## src/include/emifc_pkg.sv

```systemverilog
// Constants and types of the multiplexed external memory interface
// Behaviour
// - Interface owns its pins only while an off-chip external move runs.
// - During a move, drivers of pins acting as inputs are switched off.
// - Push-pull or open-drain mode of pins is never changed here.
// - Low address byte shares pins with data; high byte has own port.
// - Short-address moves take the high address byte from the page register, or from the high port latch with route 01.
// - Configuration bits 7:5 read zero; writes to them are ignored.
// - Configuration bit 4 reads zero; software must write zero.
// - Configuration holds route select in bits 3:2, pulse width in 1:0.
// - Route 00 on-chip, 01/10 split at 2 kB, 11 all off-chip.
// - Latch strobe high and low times are 1 to 4 clock cycles.
// - Address phase with latch strobe high, then data phase with strobe.
package emifc_pkg;

    // ------------------------------------------------------------------
    // Register map
    // ------------------------------------------------------------------
    localparam logic [7:0]  PAGE_SEL_ADDR  = 8'haa;
    localparam logic [7:0]  CFG_ADDR       = 8'hb2;
    localparam logic [7:0]  PAGE_RESET     = 8'h00;
    localparam logic [3:0]  CFG_RESET      = 4'h3;
    localparam int          ROUTE_LSB      = 2;
    localparam int          PULSE_LSB      = 0;

    // ------------------------------------------------------------------
    // Timing and address space
    // ------------------------------------------------------------------
    localparam logic [15:0] ONCHIP_LIMIT   = 16'h0800;
    localparam logic [2:0]  STROBE_CYCLES  = 3'h2;

    typedef enum logic [1:0] {
        ROUTE_INTERNAL    = 2'b00,
        ROUTE_SPLIT_LATCH = 2'b01,
        ROUTE_SPLIT_PAGE  = 2'b10,
        ROUTE_EXTERNAL    = 2'b11
    } emifc_route_t;

    typedef enum logic [3:0] {
        ST_IDLE   = 4'b0001,
        ST_ADDR   = 4'b0010,
        ST_LATCH  = 4'b0100,
        ST_STROBE = 4'b1000
    } emifc_state_t;

endpackage

```

## src/logic/emifc_phase_timer.sv

```systemverilog
// Down counter that times each phase of an external access
`timescale 1ns/100ps
`default_nettype none
module emifc_phase_timer (
    // Clock and reset
    input  wire logic       clk,
    input  wire logic       rst_n,
    // Control
    input  wire logic       load,
    input  wire logic [2:0] load_val,
    // Status
    output logic            expired
);

    logic [2:0] cnt_reg;
    logic [2:0] cnt_next;

    always_comb begin
        cnt_next = cnt_reg;
        if (load) begin
            cnt_next = load_val;
        end else if (cnt_reg != 3'h0) begin
            cnt_next = cnt_reg - 3'h1;
        end
    end

    always_ff @(posedge clk or negedge rst_n) begin
        if (!rst_n) begin
            cnt_reg <= 3'h0;
        end else begin
            cnt_reg <= cnt_next;
        end
    end

    assign expired = (cnt_reg == 3'h0);

endmodule
`default_nettype wire

```

## src/logic/emifc_top.sv

```systemverilog
// External memory interface: registers, routing and multiplexed bus engine
`timescale 1ns/100ps
`default_nettype none
module emifc_top (
    // Clock and reset
    input  wire logic        clk,
    input  wire logic        rst_n,
    // Special function register port
    input  wire logic [7:0]  sfr_addr,
    input  wire logic        sfr_wr,
    input  wire logic        sfr_rd,
    input  wire logic [7:0]  sfr_wdata,
    output logic      [7:0]  sfr_rdata,
    // External move request from the core
    input  wire logic        req_valid,
    input  wire logic        req_write,
    input  wire logic        req_short,
    input  wire logic [15:0] req_addr,
    input  wire logic [7:0]  req_wdata,
    output logic             busy,
    output logic             done,
    output logic      [7:0]  rdata,
    // On-chip memory select
    output logic             int_access,
    output logic      [10:0] int_addr,
    // Port latch levels that own the pins outside a move
    input  wire logic [7:0]  latch_ad,
    input  wire logic        latch_ad_drive_n,
    input  wire logic [7:0]  latch_ah,
    input  wire logic        latch_ale,
    // Interface pins
    input  wire logic [7:0]  ad_in,
    output logic      [7:0]  ad_out,
    output logic             ad_drive_n,
    output logic      [7:0]  ah_out,
    output logic             ale,
    output logic             rd_n,
    output logic             wr_n,
    output logic             pin_claim
);

    // ------------------------------------------------------------------
    // Reset release
    // ------------------------------------------------------------------
    logic rst_meta_reg;
    logic rst_sync_reg;

    always_ff @(posedge clk or negedge rst_n) begin
        if (!rst_n) begin
            rst_meta_reg <= 1'b0;
            rst_sync_reg <= 1'b0;
        end else begin
            rst_meta_reg <= 1'b1;
            rst_sync_reg <= rst_meta_reg;
        end
    end

    // ------------------------------------------------------------------
    // Helpers
    // ------------------------------------------------------------------
    function automatic logic [7:0] high_byte(
        input logic [1:0]  route,
        input logic        is_short,
        input logic [15:0] addr,
        input logic [7:0]  page,
        input logic [7:0]  port_hi
    );
        if (!is_short) begin
            high_byte = addr[15:8];
        end else if (route == emifc_pkg::ROUTE_SPLIT_LATCH) begin
            high_byte = port_hi;
        end else begin
            high_byte = page;
        end
    endfunction

    function automatic logic goes_offchip(
        input logic [1:0]  route,
        input logic [15:0] addr
    );
        case (route)
            emifc_pkg::ROUTE_INTERNAL: goes_offchip = 1'b0;
            emifc_pkg::ROUTE_EXTERNAL: goes_offchip = 1'b1;
            default: goes_offchip = (addr >= emifc_pkg::ONCHIP_LIMIT);
        endcase
    endfunction

    // ------------------------------------------------------------------
    // Registers
    // ------------------------------------------------------------------
    logic [7:0] page_reg;
    logic [7:0] page_next;
    logic [3:0] cfg_reg;
    logic [3:0] cfg_next;
    logic [7:0] sfr_rdata_reg;
    logic [7:0] sfr_rdata_next;
    logic [1:0] route;
    logic [1:0] pulse_sel;

    assign route     = cfg_reg[emifc_pkg::ROUTE_LSB +: 2];
    assign pulse_sel = cfg_reg[emifc_pkg::PULSE_LSB +: 2];

    always_comb begin
        page_next      = page_reg;
        cfg_next       = cfg_reg;
        sfr_rdata_next = sfr_rdata_reg;
        if (sfr_wr && sfr_addr == emifc_pkg::PAGE_SEL_ADDR) begin
            page_next = sfr_wdata;
        end
        if (sfr_wr && sfr_addr == emifc_pkg::CFG_ADDR) begin
            cfg_next = sfr_wdata[3:0];
        end
        if (sfr_rd) begin
            case (sfr_addr)
                emifc_pkg::PAGE_SEL_ADDR: sfr_rdata_next = page_reg;
                emifc_pkg::CFG_ADDR:      sfr_rdata_next = {4'h0, cfg_reg};
                default:                  sfr_rdata_next = 8'h00;
            endcase
        end
    end

    always_ff @(posedge clk or negedge rst_sync_reg) begin
        if (!rst_sync_reg) begin
            page_reg      <= emifc_pkg::PAGE_RESET;
            cfg_reg       <= emifc_pkg::CFG_RESET;
            sfr_rdata_reg <= 8'h00;
        end else begin
            page_reg      <= page_next;
            cfg_reg       <= cfg_next;
            sfr_rdata_reg <= sfr_rdata_next;
        end
    end

    // ------------------------------------------------------------------
    // Access engine
    // ------------------------------------------------------------------
    emifc_pkg::emifc_state_t state_reg;
    emifc_pkg::emifc_state_t state_next;
    logic        write_reg,  write_next;
    logic [7:0]  lo_reg,     lo_next;
    logic [7:0]  hi_reg,     hi_next;
    logic [7:0]  wdata_reg,  wdata_next;
    logic [7:0]  rdata_reg,  rdata_next;
    logic        done_reg,   done_next;
    logic        int_reg,    int_next;
    logic [10:0] int_addr_reg, int_addr_next;
    logic [7:0]  ad_reg,     ad_next;
    logic        drv_n_reg,  drv_n_next;
    logic [7:0]  ah_reg,     ah_next;
    logic        ale_reg,    ale_next;
    logic        rd_n_reg,   rd_n_next;
    logic        wr_n_reg,   wr_n_next;
    logic        claim_reg,  claim_next;
    logic        busy_reg,   busy_next;
    logic        t_load;
    logic [2:0]  t_val;
    logic        t_expired;
    logic        accept;
    logic [7:0]  eff_hi;

    assign accept = req_valid && (state_reg == emifc_pkg::ST_IDLE);
    assign eff_hi = high_byte(route, req_short, req_addr, page_reg,
                              latch_ah);

    emifc_phase_timer u_timer (
        .clk      (clk),
        .rst_n    (rst_sync_reg),
        .load     (t_load),
        .load_val (t_val),
        .expired  (t_expired)
    );

    always_comb begin
        state_next    = state_reg;
        write_next    = write_reg;
        lo_next       = lo_reg;
        hi_next       = hi_reg;
        wdata_next    = wdata_reg;
        rdata_next    = rdata_reg;
        done_next     = 1'b0;
        int_next      = 1'b0;
        int_addr_next = int_addr_reg;
        t_load        = 1'b0;
        t_val         = {1'b0, pulse_sel};
        case (state_reg)
            emifc_pkg::ST_IDLE: begin
                if (accept) begin
                    write_next = req_write;
                    lo_next    = req_addr[7:0];
                    hi_next    = eff_hi;
                    wdata_next = req_wdata;
                    if (goes_offchip(route, {eff_hi, req_addr[7:0]})) begin
                        state_next = emifc_pkg::ST_ADDR;
                        t_load     = 1'b1;
                    end else begin
                        int_next      = 1'b1;
                        done_next     = 1'b1;
                        int_addr_next = {eff_hi[2:0], req_addr[7:0]};
                    end
                end
            end
            emifc_pkg::ST_ADDR: begin
                if (t_expired) begin
                    state_next = emifc_pkg::ST_LATCH;
                    t_load     = 1'b1;
                end
            end
            emifc_pkg::ST_LATCH: begin
                if (t_expired) begin
                    state_next = emifc_pkg::ST_STROBE;
                    t_load     = 1'b1;
                    t_val      = emifc_pkg::STROBE_CYCLES - 3'h1;
                end
            end
            emifc_pkg::ST_STROBE: begin
                if (t_expired) begin
                    state_next = emifc_pkg::ST_IDLE;
                    done_next  = 1'b1;
                    if (!write_reg) begin
                        rdata_next = ad_in;
                    end
                end
            end
            default: state_next = emifc_pkg::ST_IDLE;
        endcase
    end

    // Pins follow the next state so they line up with state_reg.
    // Only levels and enables are driven; pin output mode is untouched.
    always_comb begin
        busy_next  = (state_next != emifc_pkg::ST_IDLE);
        ad_next    = latch_ad;
        drv_n_next = latch_ad_drive_n;
        ah_next    = latch_ah;
        ale_next   = latch_ale;
        rd_n_next  = 1'b1;
        wr_n_next  = 1'b1;
        claim_next = 1'b0;
        case (state_next)
            emifc_pkg::ST_ADDR: begin
                ad_next    = lo_next;
                drv_n_next = 1'b0;
                ah_next    = hi_next;
                ale_next   = 1'b1;
                claim_next = 1'b1;
            end
            emifc_pkg::ST_LATCH: begin
                ad_next    = lo_reg;
                drv_n_next = 1'b0;
                ah_next    = hi_reg;
                ale_next   = 1'b0;
                claim_next = 1'b1;
            end
            emifc_pkg::ST_STROBE: begin
                ad_next    = wdata_reg;
                drv_n_next = !write_reg;
                ah_next    = hi_reg;
                ale_next   = 1'b0;
                rd_n_next  = write_reg;
                wr_n_next  = !write_reg;
                claim_next = 1'b1;
            end
            default: ;
        endcase
    end

    always_ff @(posedge clk or negedge rst_sync_reg) begin
        if (!rst_sync_reg) begin
            state_reg    <= emifc_pkg::ST_IDLE;
            write_reg    <= 1'b0;
            lo_reg       <= 8'h00;
            hi_reg       <= 8'h00;
            wdata_reg    <= 8'h00;
            rdata_reg    <= 8'h00;
            done_reg     <= 1'b0;
            int_reg      <= 1'b0;
            int_addr_reg <= 11'h000;
            ad_reg       <= 8'hff;
            drv_n_reg    <= 1'b1;
            ah_reg       <= 8'hff;
            ale_reg      <= 1'b0;
            rd_n_reg     <= 1'b1;
            wr_n_reg     <= 1'b1;
            claim_reg    <= 1'b0;
            busy_reg     <= 1'b0;
        end else begin
            state_reg    <= state_next;
            write_reg    <= write_next;
            lo_reg       <= lo_next;
            hi_reg       <= hi_next;
            wdata_reg    <= wdata_next;
            rdata_reg    <= rdata_next;
            done_reg     <= done_next;
            int_reg      <= int_next;
            int_addr_reg <= int_addr_next;
            ad_reg       <= ad_next;
            drv_n_reg    <= drv_n_next;
            ah_reg       <= ah_next;
            ale_reg      <= ale_next;
            rd_n_reg     <= rd_n_next;
            wr_n_reg     <= wr_n_next;
            claim_reg    <= claim_next;
            busy_reg     <= busy_next;
        end
    end

    // ------------------------------------------------------------------
    // Outputs
    // ------------------------------------------------------------------
    assign sfr_rdata  = sfr_rdata_reg;
    assign busy       = busy_reg;
    assign done       = done_reg;
    assign rdata      = rdata_reg;
    assign int_access = int_reg;
    assign int_addr   = int_addr_reg;
    assign ad_out     = ad_reg;
    assign ad_drive_n = drv_n_reg;
    assign ah_out     = ah_reg;
    assign ale        = ale_reg;
    assign rd_n       = rd_n_reg;
    assign wr_n       = wr_n_reg;
    assign pin_claim  = claim_reg;

    // ------------------------------------------------------------------
    // Checks
    // ------------------------------------------------------------------
    logic [2:0] ale_hi_cnt;

    always_ff @(posedge clk or negedge rst_sync_reg) begin
        if (!rst_sync_reg) begin
            ale_hi_cnt <= 3'h0;
        end else if (state_reg == emifc_pkg::ST_ADDR) begin
            ale_hi_cnt <= ale_hi_cnt + 3'h1;
        end else begin
            ale_hi_cnt <= 3'h0;
        end
    end

    a_strobes_idle: assert property (@(posedge clk) disable iff (!rst_sync_reg)
        (state_reg == emifc_pkg::ST_IDLE) |-> (rd_n_reg && wr_n_reg))
        else $error("strobe asserted outside an external move");

    a_claim_only_move: assert property (@(posedge clk) disable iff (!rst_sync_reg)
        claim_reg |-> (state_reg != emifc_pkg::ST_IDLE))
        else $error("pins claimed with no move running");

    a_read_released: assert property (@(posedge clk) disable iff (!rst_sync_reg)
        (!rd_n_reg) |-> (drv_n_reg && wr_n_reg))
        else $error("shared bus driven during read");

    a_ale_high_width: assert property (@(posedge clk) disable iff (!rst_sync_reg)
        $fell(ale_reg) && state_reg == emifc_pkg::ST_LATCH
        |-> ale_hi_cnt == {1'b0, pulse_sel} + 3'h1)
        else $error("latch strobe high width wrong");

    a_addr_phase: assert property (@(posedge clk) disable iff (!rst_sync_reg)
        (state_reg == emifc_pkg::ST_ADDR)
        |-> (ale_reg && !drv_n_reg && ad_reg == lo_reg && ah_reg == hi_reg))
        else $error("address phase pins wrong");

    a_page_high: assert property (@(posedge clk) disable iff (!rst_sync_reg)
        accept && req_short && route != emifc_pkg::ROUTE_SPLIT_LATCH
        |=> hi_reg == $past(page_reg))
        else $error("page byte not used as high address");

    a_cfg_readback: assert property (@(posedge clk) disable iff (!rst_sync_reg)
        sfr_rd && sfr_addr == emifc_pkg::CFG_ADDR
        |=> sfr_rdata_reg[7:4] == 4'h0 && sfr_rdata_reg[3:0] == $past(cfg_reg))
        else $error("configuration readback wrong");

    a_internal_route: assert property (@(posedge clk) disable iff (!rst_sync_reg)
        accept && route == emifc_pkg::ROUTE_INTERNAL
        |=> int_reg && done_reg && !claim_reg)
        else $error("internal route went off-chip");

    a_strobe_after_ale: assert property (@(posedge clk) disable iff (!rst_sync_reg)
        $fell(rd_n_reg && wr_n_reg) |-> !ale_reg && $past(!ale_reg))
        else $error("strobe without latch low phase");

endmodule
`default_nettype wire

```

## config.mk

```make
export PLATFORM = sky130hd
export DESIGN_NAME = emifc_top
export DESIGN_NICKNAME = d
export VERILOG_FILES = /design/src/include/emifc_pkg.sv /design/src/logic/emifc_phase_timer.sv /design/src/logic/emifc_top.sv
export SDC_FILE = /design/constraint.sdc
export NUM_CORES = 1
export LEC_CHECK = 0
export BUFFER_PORTS_ARGS = -buffer_cell sky130_fd_sc_hd__buf_4
export CORE_MARGIN = 3
export CORE_UTILIZATION = 30
export CTS_CLUSTER_SIZE = 8
export DETAILED_ROUTE_END_ITERATION = 7
export PLACE_DENSITY = 0.63
export REMOVE_ABC_BUFFERS = 1
export SLEW_MARGIN = 10
export SYNTH_ARGS = -nofsm -noshare
export SYNTH_HDL_FRONTEND = slang
export SYNTH_HIERARCHICAL = 1
export SYNTH_SLANG_ARGS = --single-unit
```

## constraint.sdc

```tcl
create_clock -name clk -period 2.7 [get_ports clk]
set_input_delay 0.27 -clock clk [delete_from_list [all_inputs] [get_ports clk]]
set_output_delay 0.27 -clock clk [all_outputs]
set_load 0.05 [all_outputs]
```

==> results.md <==
- WP data required: 2.96 ns
- Area of the core: 14,000 µm²
- Placement Rows: 43
- CP max stage delay: 0.41 ns
- CTS tree: done
- Ys flop type: dfrtp_1
- Clock power frac: 34.4%
- YS warnings: 6
- Post-Synth Simple-Gate Area: 13.6%
- RePlAce Congestion: 0.766
- Pwr Density: 619 nW/µm²
- Mux share of post-synthesis cell area: 10.7%
- Sw power: 1.03 mW
- LEAKAGE: 2.82 nW
- Routed Antenna Nets: 0
- Worst Hold Class: input port to flop
- Synth Area in Compound Gates: 12.4%
- Vias/cell: 4.70
- Minimum clock period: 2.52 ns
- Crit share post-route: 93.4%
- Critical-path cell list: inv_1 -> ha_2 -> mux2_4 -> a211oi_4 -> nor2b_1 -> a21oi_4 -> buf_12 -> a222oi_1 -> a21oi_1
- Final std cells w/o fill: 696
- Total grt overflow: 0
- Antenna cell count: 0
- Slew margin rel.: 57.4%
- Vias: 3,271
- Vias in the first global route: 3,432
- FILL cells: 1,362
- Adder-cell share of the synthesized area: 1.16%
- Initial Utilization: 30.9%
- Worst hold slack: 0.123 ns
- Sw Share: 28.4%
- Distinct cell type count after synthesis: 54
- # port buffers: 123
- Register area share after synthesis: 56.8%
- Antenna violations before repair: 0
- CTS root buf: clkbuf_16
- DRT Pass-1 Iters: 5
- Clock transition at path regs: 0.06 ns
- Worst EP arrival: 2.79 ns
- Crit Path Class: flop to flop
- Final hold violation count: 0
- Post-synth EDFFs: 0
- DRC: 0
- Synthesized area per cell: 11.3 µm²
- Largest net degree at the start of global routing: 49
- Crit-path slowest cell: dfrtp_1
- Syn Std Cell Area: 4320 µm²
- Placed cell count: 678
- Buf/Inv on CP: 2
- Flop pwr share: 46.3%
- #FFs+latches synth: 97
- Routed WL per cell: 15.6 µm
- First-pass GRT wire length: 17.5 mm
- Nature of the critical path endpoint: flop
- Global Route Usage Sum: 13.9%
- Peak VDD IR: 364 µV
- Area Growth Syn to Fin: 34.8%
- TNS Setup: 0 ns
- Width of the chip: 126 µm
- Die Ht: 126 µm
- Slew @ Worst Pin: 0.639 ns
- Share of cells above drive strength 1: 43.2%
- # IOs: 124
- Final Slew Violations: 0
- Setup Viol. Count Final: 0
- CTS Sinks: 97
- Num CTS Buffers: 9
- Async SR Flop Fraction: 100%
- Post-synthesis instance total: 383
- Clk_skew: 0.00854 ns
- Largest family of logic cells by synthesized area: simple AND/OR/NAND/NOR gates
- RSZ-0062 raised after global routing: no
- Crit-path max FO: 11
- Fin nets: 589
- Startpoint class of the critical path: flop
- Post-Synth XOR/XNOR Area: 0.203%
- P_int: 2.58 mW
- Worst path top cell family by delay: compound AO/OA/AOI/OAI gates
- FMAX: 397 MHz
- Combinational power share: 19.3%
- Clk buf depth: 2
- Status: finished, final reports clean
- H-Tree Depth: 3
- Max cap viols: 0
- Worst-Skew Late Latency: 0.34 ns
- Post-Route WL: 10.9 mm
- DR iter-0 viols: 204
- Die area: 15,900 µm²
- Largest register FFs: 11
- Dpl hpwl: 8.01 mm
synthesized netlist by cell type (4+ instances only):
| cell type | number | area (µm²) |
|---|---|---|
| dfrtp_1 | 75 | 1880 |
| nand2_1 | 63 | 236 |
| mux2_2 | 24 | 270 |
| inv_1 | 23 | 86.3 |
| dfstp_2 | 22 | 578 |
| nor2_1 | 17 | 63.8 |
| a21oi_1 | 15 | 75.1 |
| o21ai_0 | 15 | 75.1 |
| a22oi_1 | 12 | 90.1 |
| a222oi_1 | 8 | 80.1 |
| nor2b_1 | 8 | 50.1 |
| buf_2 | 7 | 35.0 |
| mux2i_1 | 7 | 70.1 |
| clkbuf_1 | 6 | 22.5 |
| mux2_4 | 6 | 90.1 |
| nand3_1 | 6 | 30.0 |
| o21ai_1 | 5 | 25.0 |
| buf_6 | 4 | 45.0 |
| ha_1 | 4 | 50.1 |
| nand2b_1 | 4 | 25.0 |
power by group through the flow:
stage	Clock (mW)	Sequential (mW)	Combinational, mW
finish	1.24	1.67	0.695
global route	1.35	1.69	0.760
CTS	1.29	1.67	0.692
detailed placement	0	1.69	0.687
global placement	0	1.69	0.662
floorplan	0	1.84	0.266
repair_timing:
item,in CTS,in global routing
buffers inserted,0,2
resized for setup,4,6
pin swaps,0,1
hold buffers,1,0
endpoints found under the setup margin,6,11
endpoints found under the hold margin,2,0
worst reg2reg max path: cells and delay by family (launching register included):
| family | cells | cell delay, ns |
|---|---|---|
| AND/OR/NAND/NOR | 1 | 0.28 |
| flip-flops | 1 | 0.41 |
| AO/OA/AOI/OAI | 4 | 0.94 |
| adder cells (fa/ha/maj) | 1 | 0.27 |
| buffers and inverters | 2 | 0.23 |
| multiplexers | 1 | 0.34 |
routing by layer:
metal	GRT usage [%]	wire, µm
met4	3.03	55
met3	5.34	804
met1	17.8	4610
met5	0	0
met2	22.6	5400
final cells by class:
class,count,area (µm²),area share (%)
sequential,97,2460,42.2
multi-input combinational,242,1700,29.2
timing repair buffer,139,1070,18.4
clock buffer,9,225,3.86
tap,180,225,3.86
inverter,23,86.3,1.48
clock inverter,6,58.8,1.01
cells in the final DEF (no fill, tap or decap), drive strengths merged, types with 4 or more instances in the layout:
| cell | instances |
|---|---|
| clkinv | 4 |
| nor2b | 8 |
| nand3 | 6 |
| ha | 4 |
| clkbuf | 9 |
| a21oi | 16 |
| o21ai | 20 |
| inv | 24 |
| nand2 | 64 |
| a211oi | 4 |
| dfstp | 22 |
| mux2i | 7 |
| a22oi | 12 |
| nor2 | 17 |
| a222oi | 8 |
| mux2 | 33 |
| buf | 138 |
| nand2b | 4 |
| dfrtp | 75 |
through the flow:
stage / setup slack, ns / total power [mW] / util, % / instance area (µm²)
2_1_floorplan: -0.230 / 2.11 / - / 4200
3_3_place_gp: 0.0296 / 2.35 / 39.1 / 5470
3_5_place_dp: -0.109 / 2.38 / 39.1 / 5470
4_1_cts: 0.0481 / 3.65 / 41.3 / 5780
5_1_grt: 0.0317 / 3.80 / 41.7 / 5830
6_report: 0.179 / 3.61 / 41.7 / 5830
logic make-up (layout without fill, tap and decap cells):
logic type | after synthesis | in the layout
xor gates and xnor gates | 1 | 1
muxes | 40 | 40
adders and majority gates | 4 | 4
other | 2 | 2
DFF | 97 | 97
buffers and inverters | 44 | 177
and+or+nand+nor | 120 | 120
AOI/OAI and AO/OA | 75 | 75
path summary, 6_finish.rpt:
kind / depth (start not counted) / to / slack [ns] / start
hold reg to reg: 0 / rdata[5] / 0.36 / rst_sync_reg
hold / removal: 3 / wdata_reg[4] / 0.12 / req_wdata[4]
max in group asynchronous: 1 / ad_out[3] / 1.61 / rst_sync_reg
min in group asynchronous: 2 / rst_meta_reg / 0.24 / rst_n
setup / recovery: 9 / ad_out[7] / 0.18 / cfg_reg[3]
setup reg to reg: 9 / ad_out[7] / 0.18 / cfg_reg[3]
Note: power is estimated with default switching activity, not from simulation.
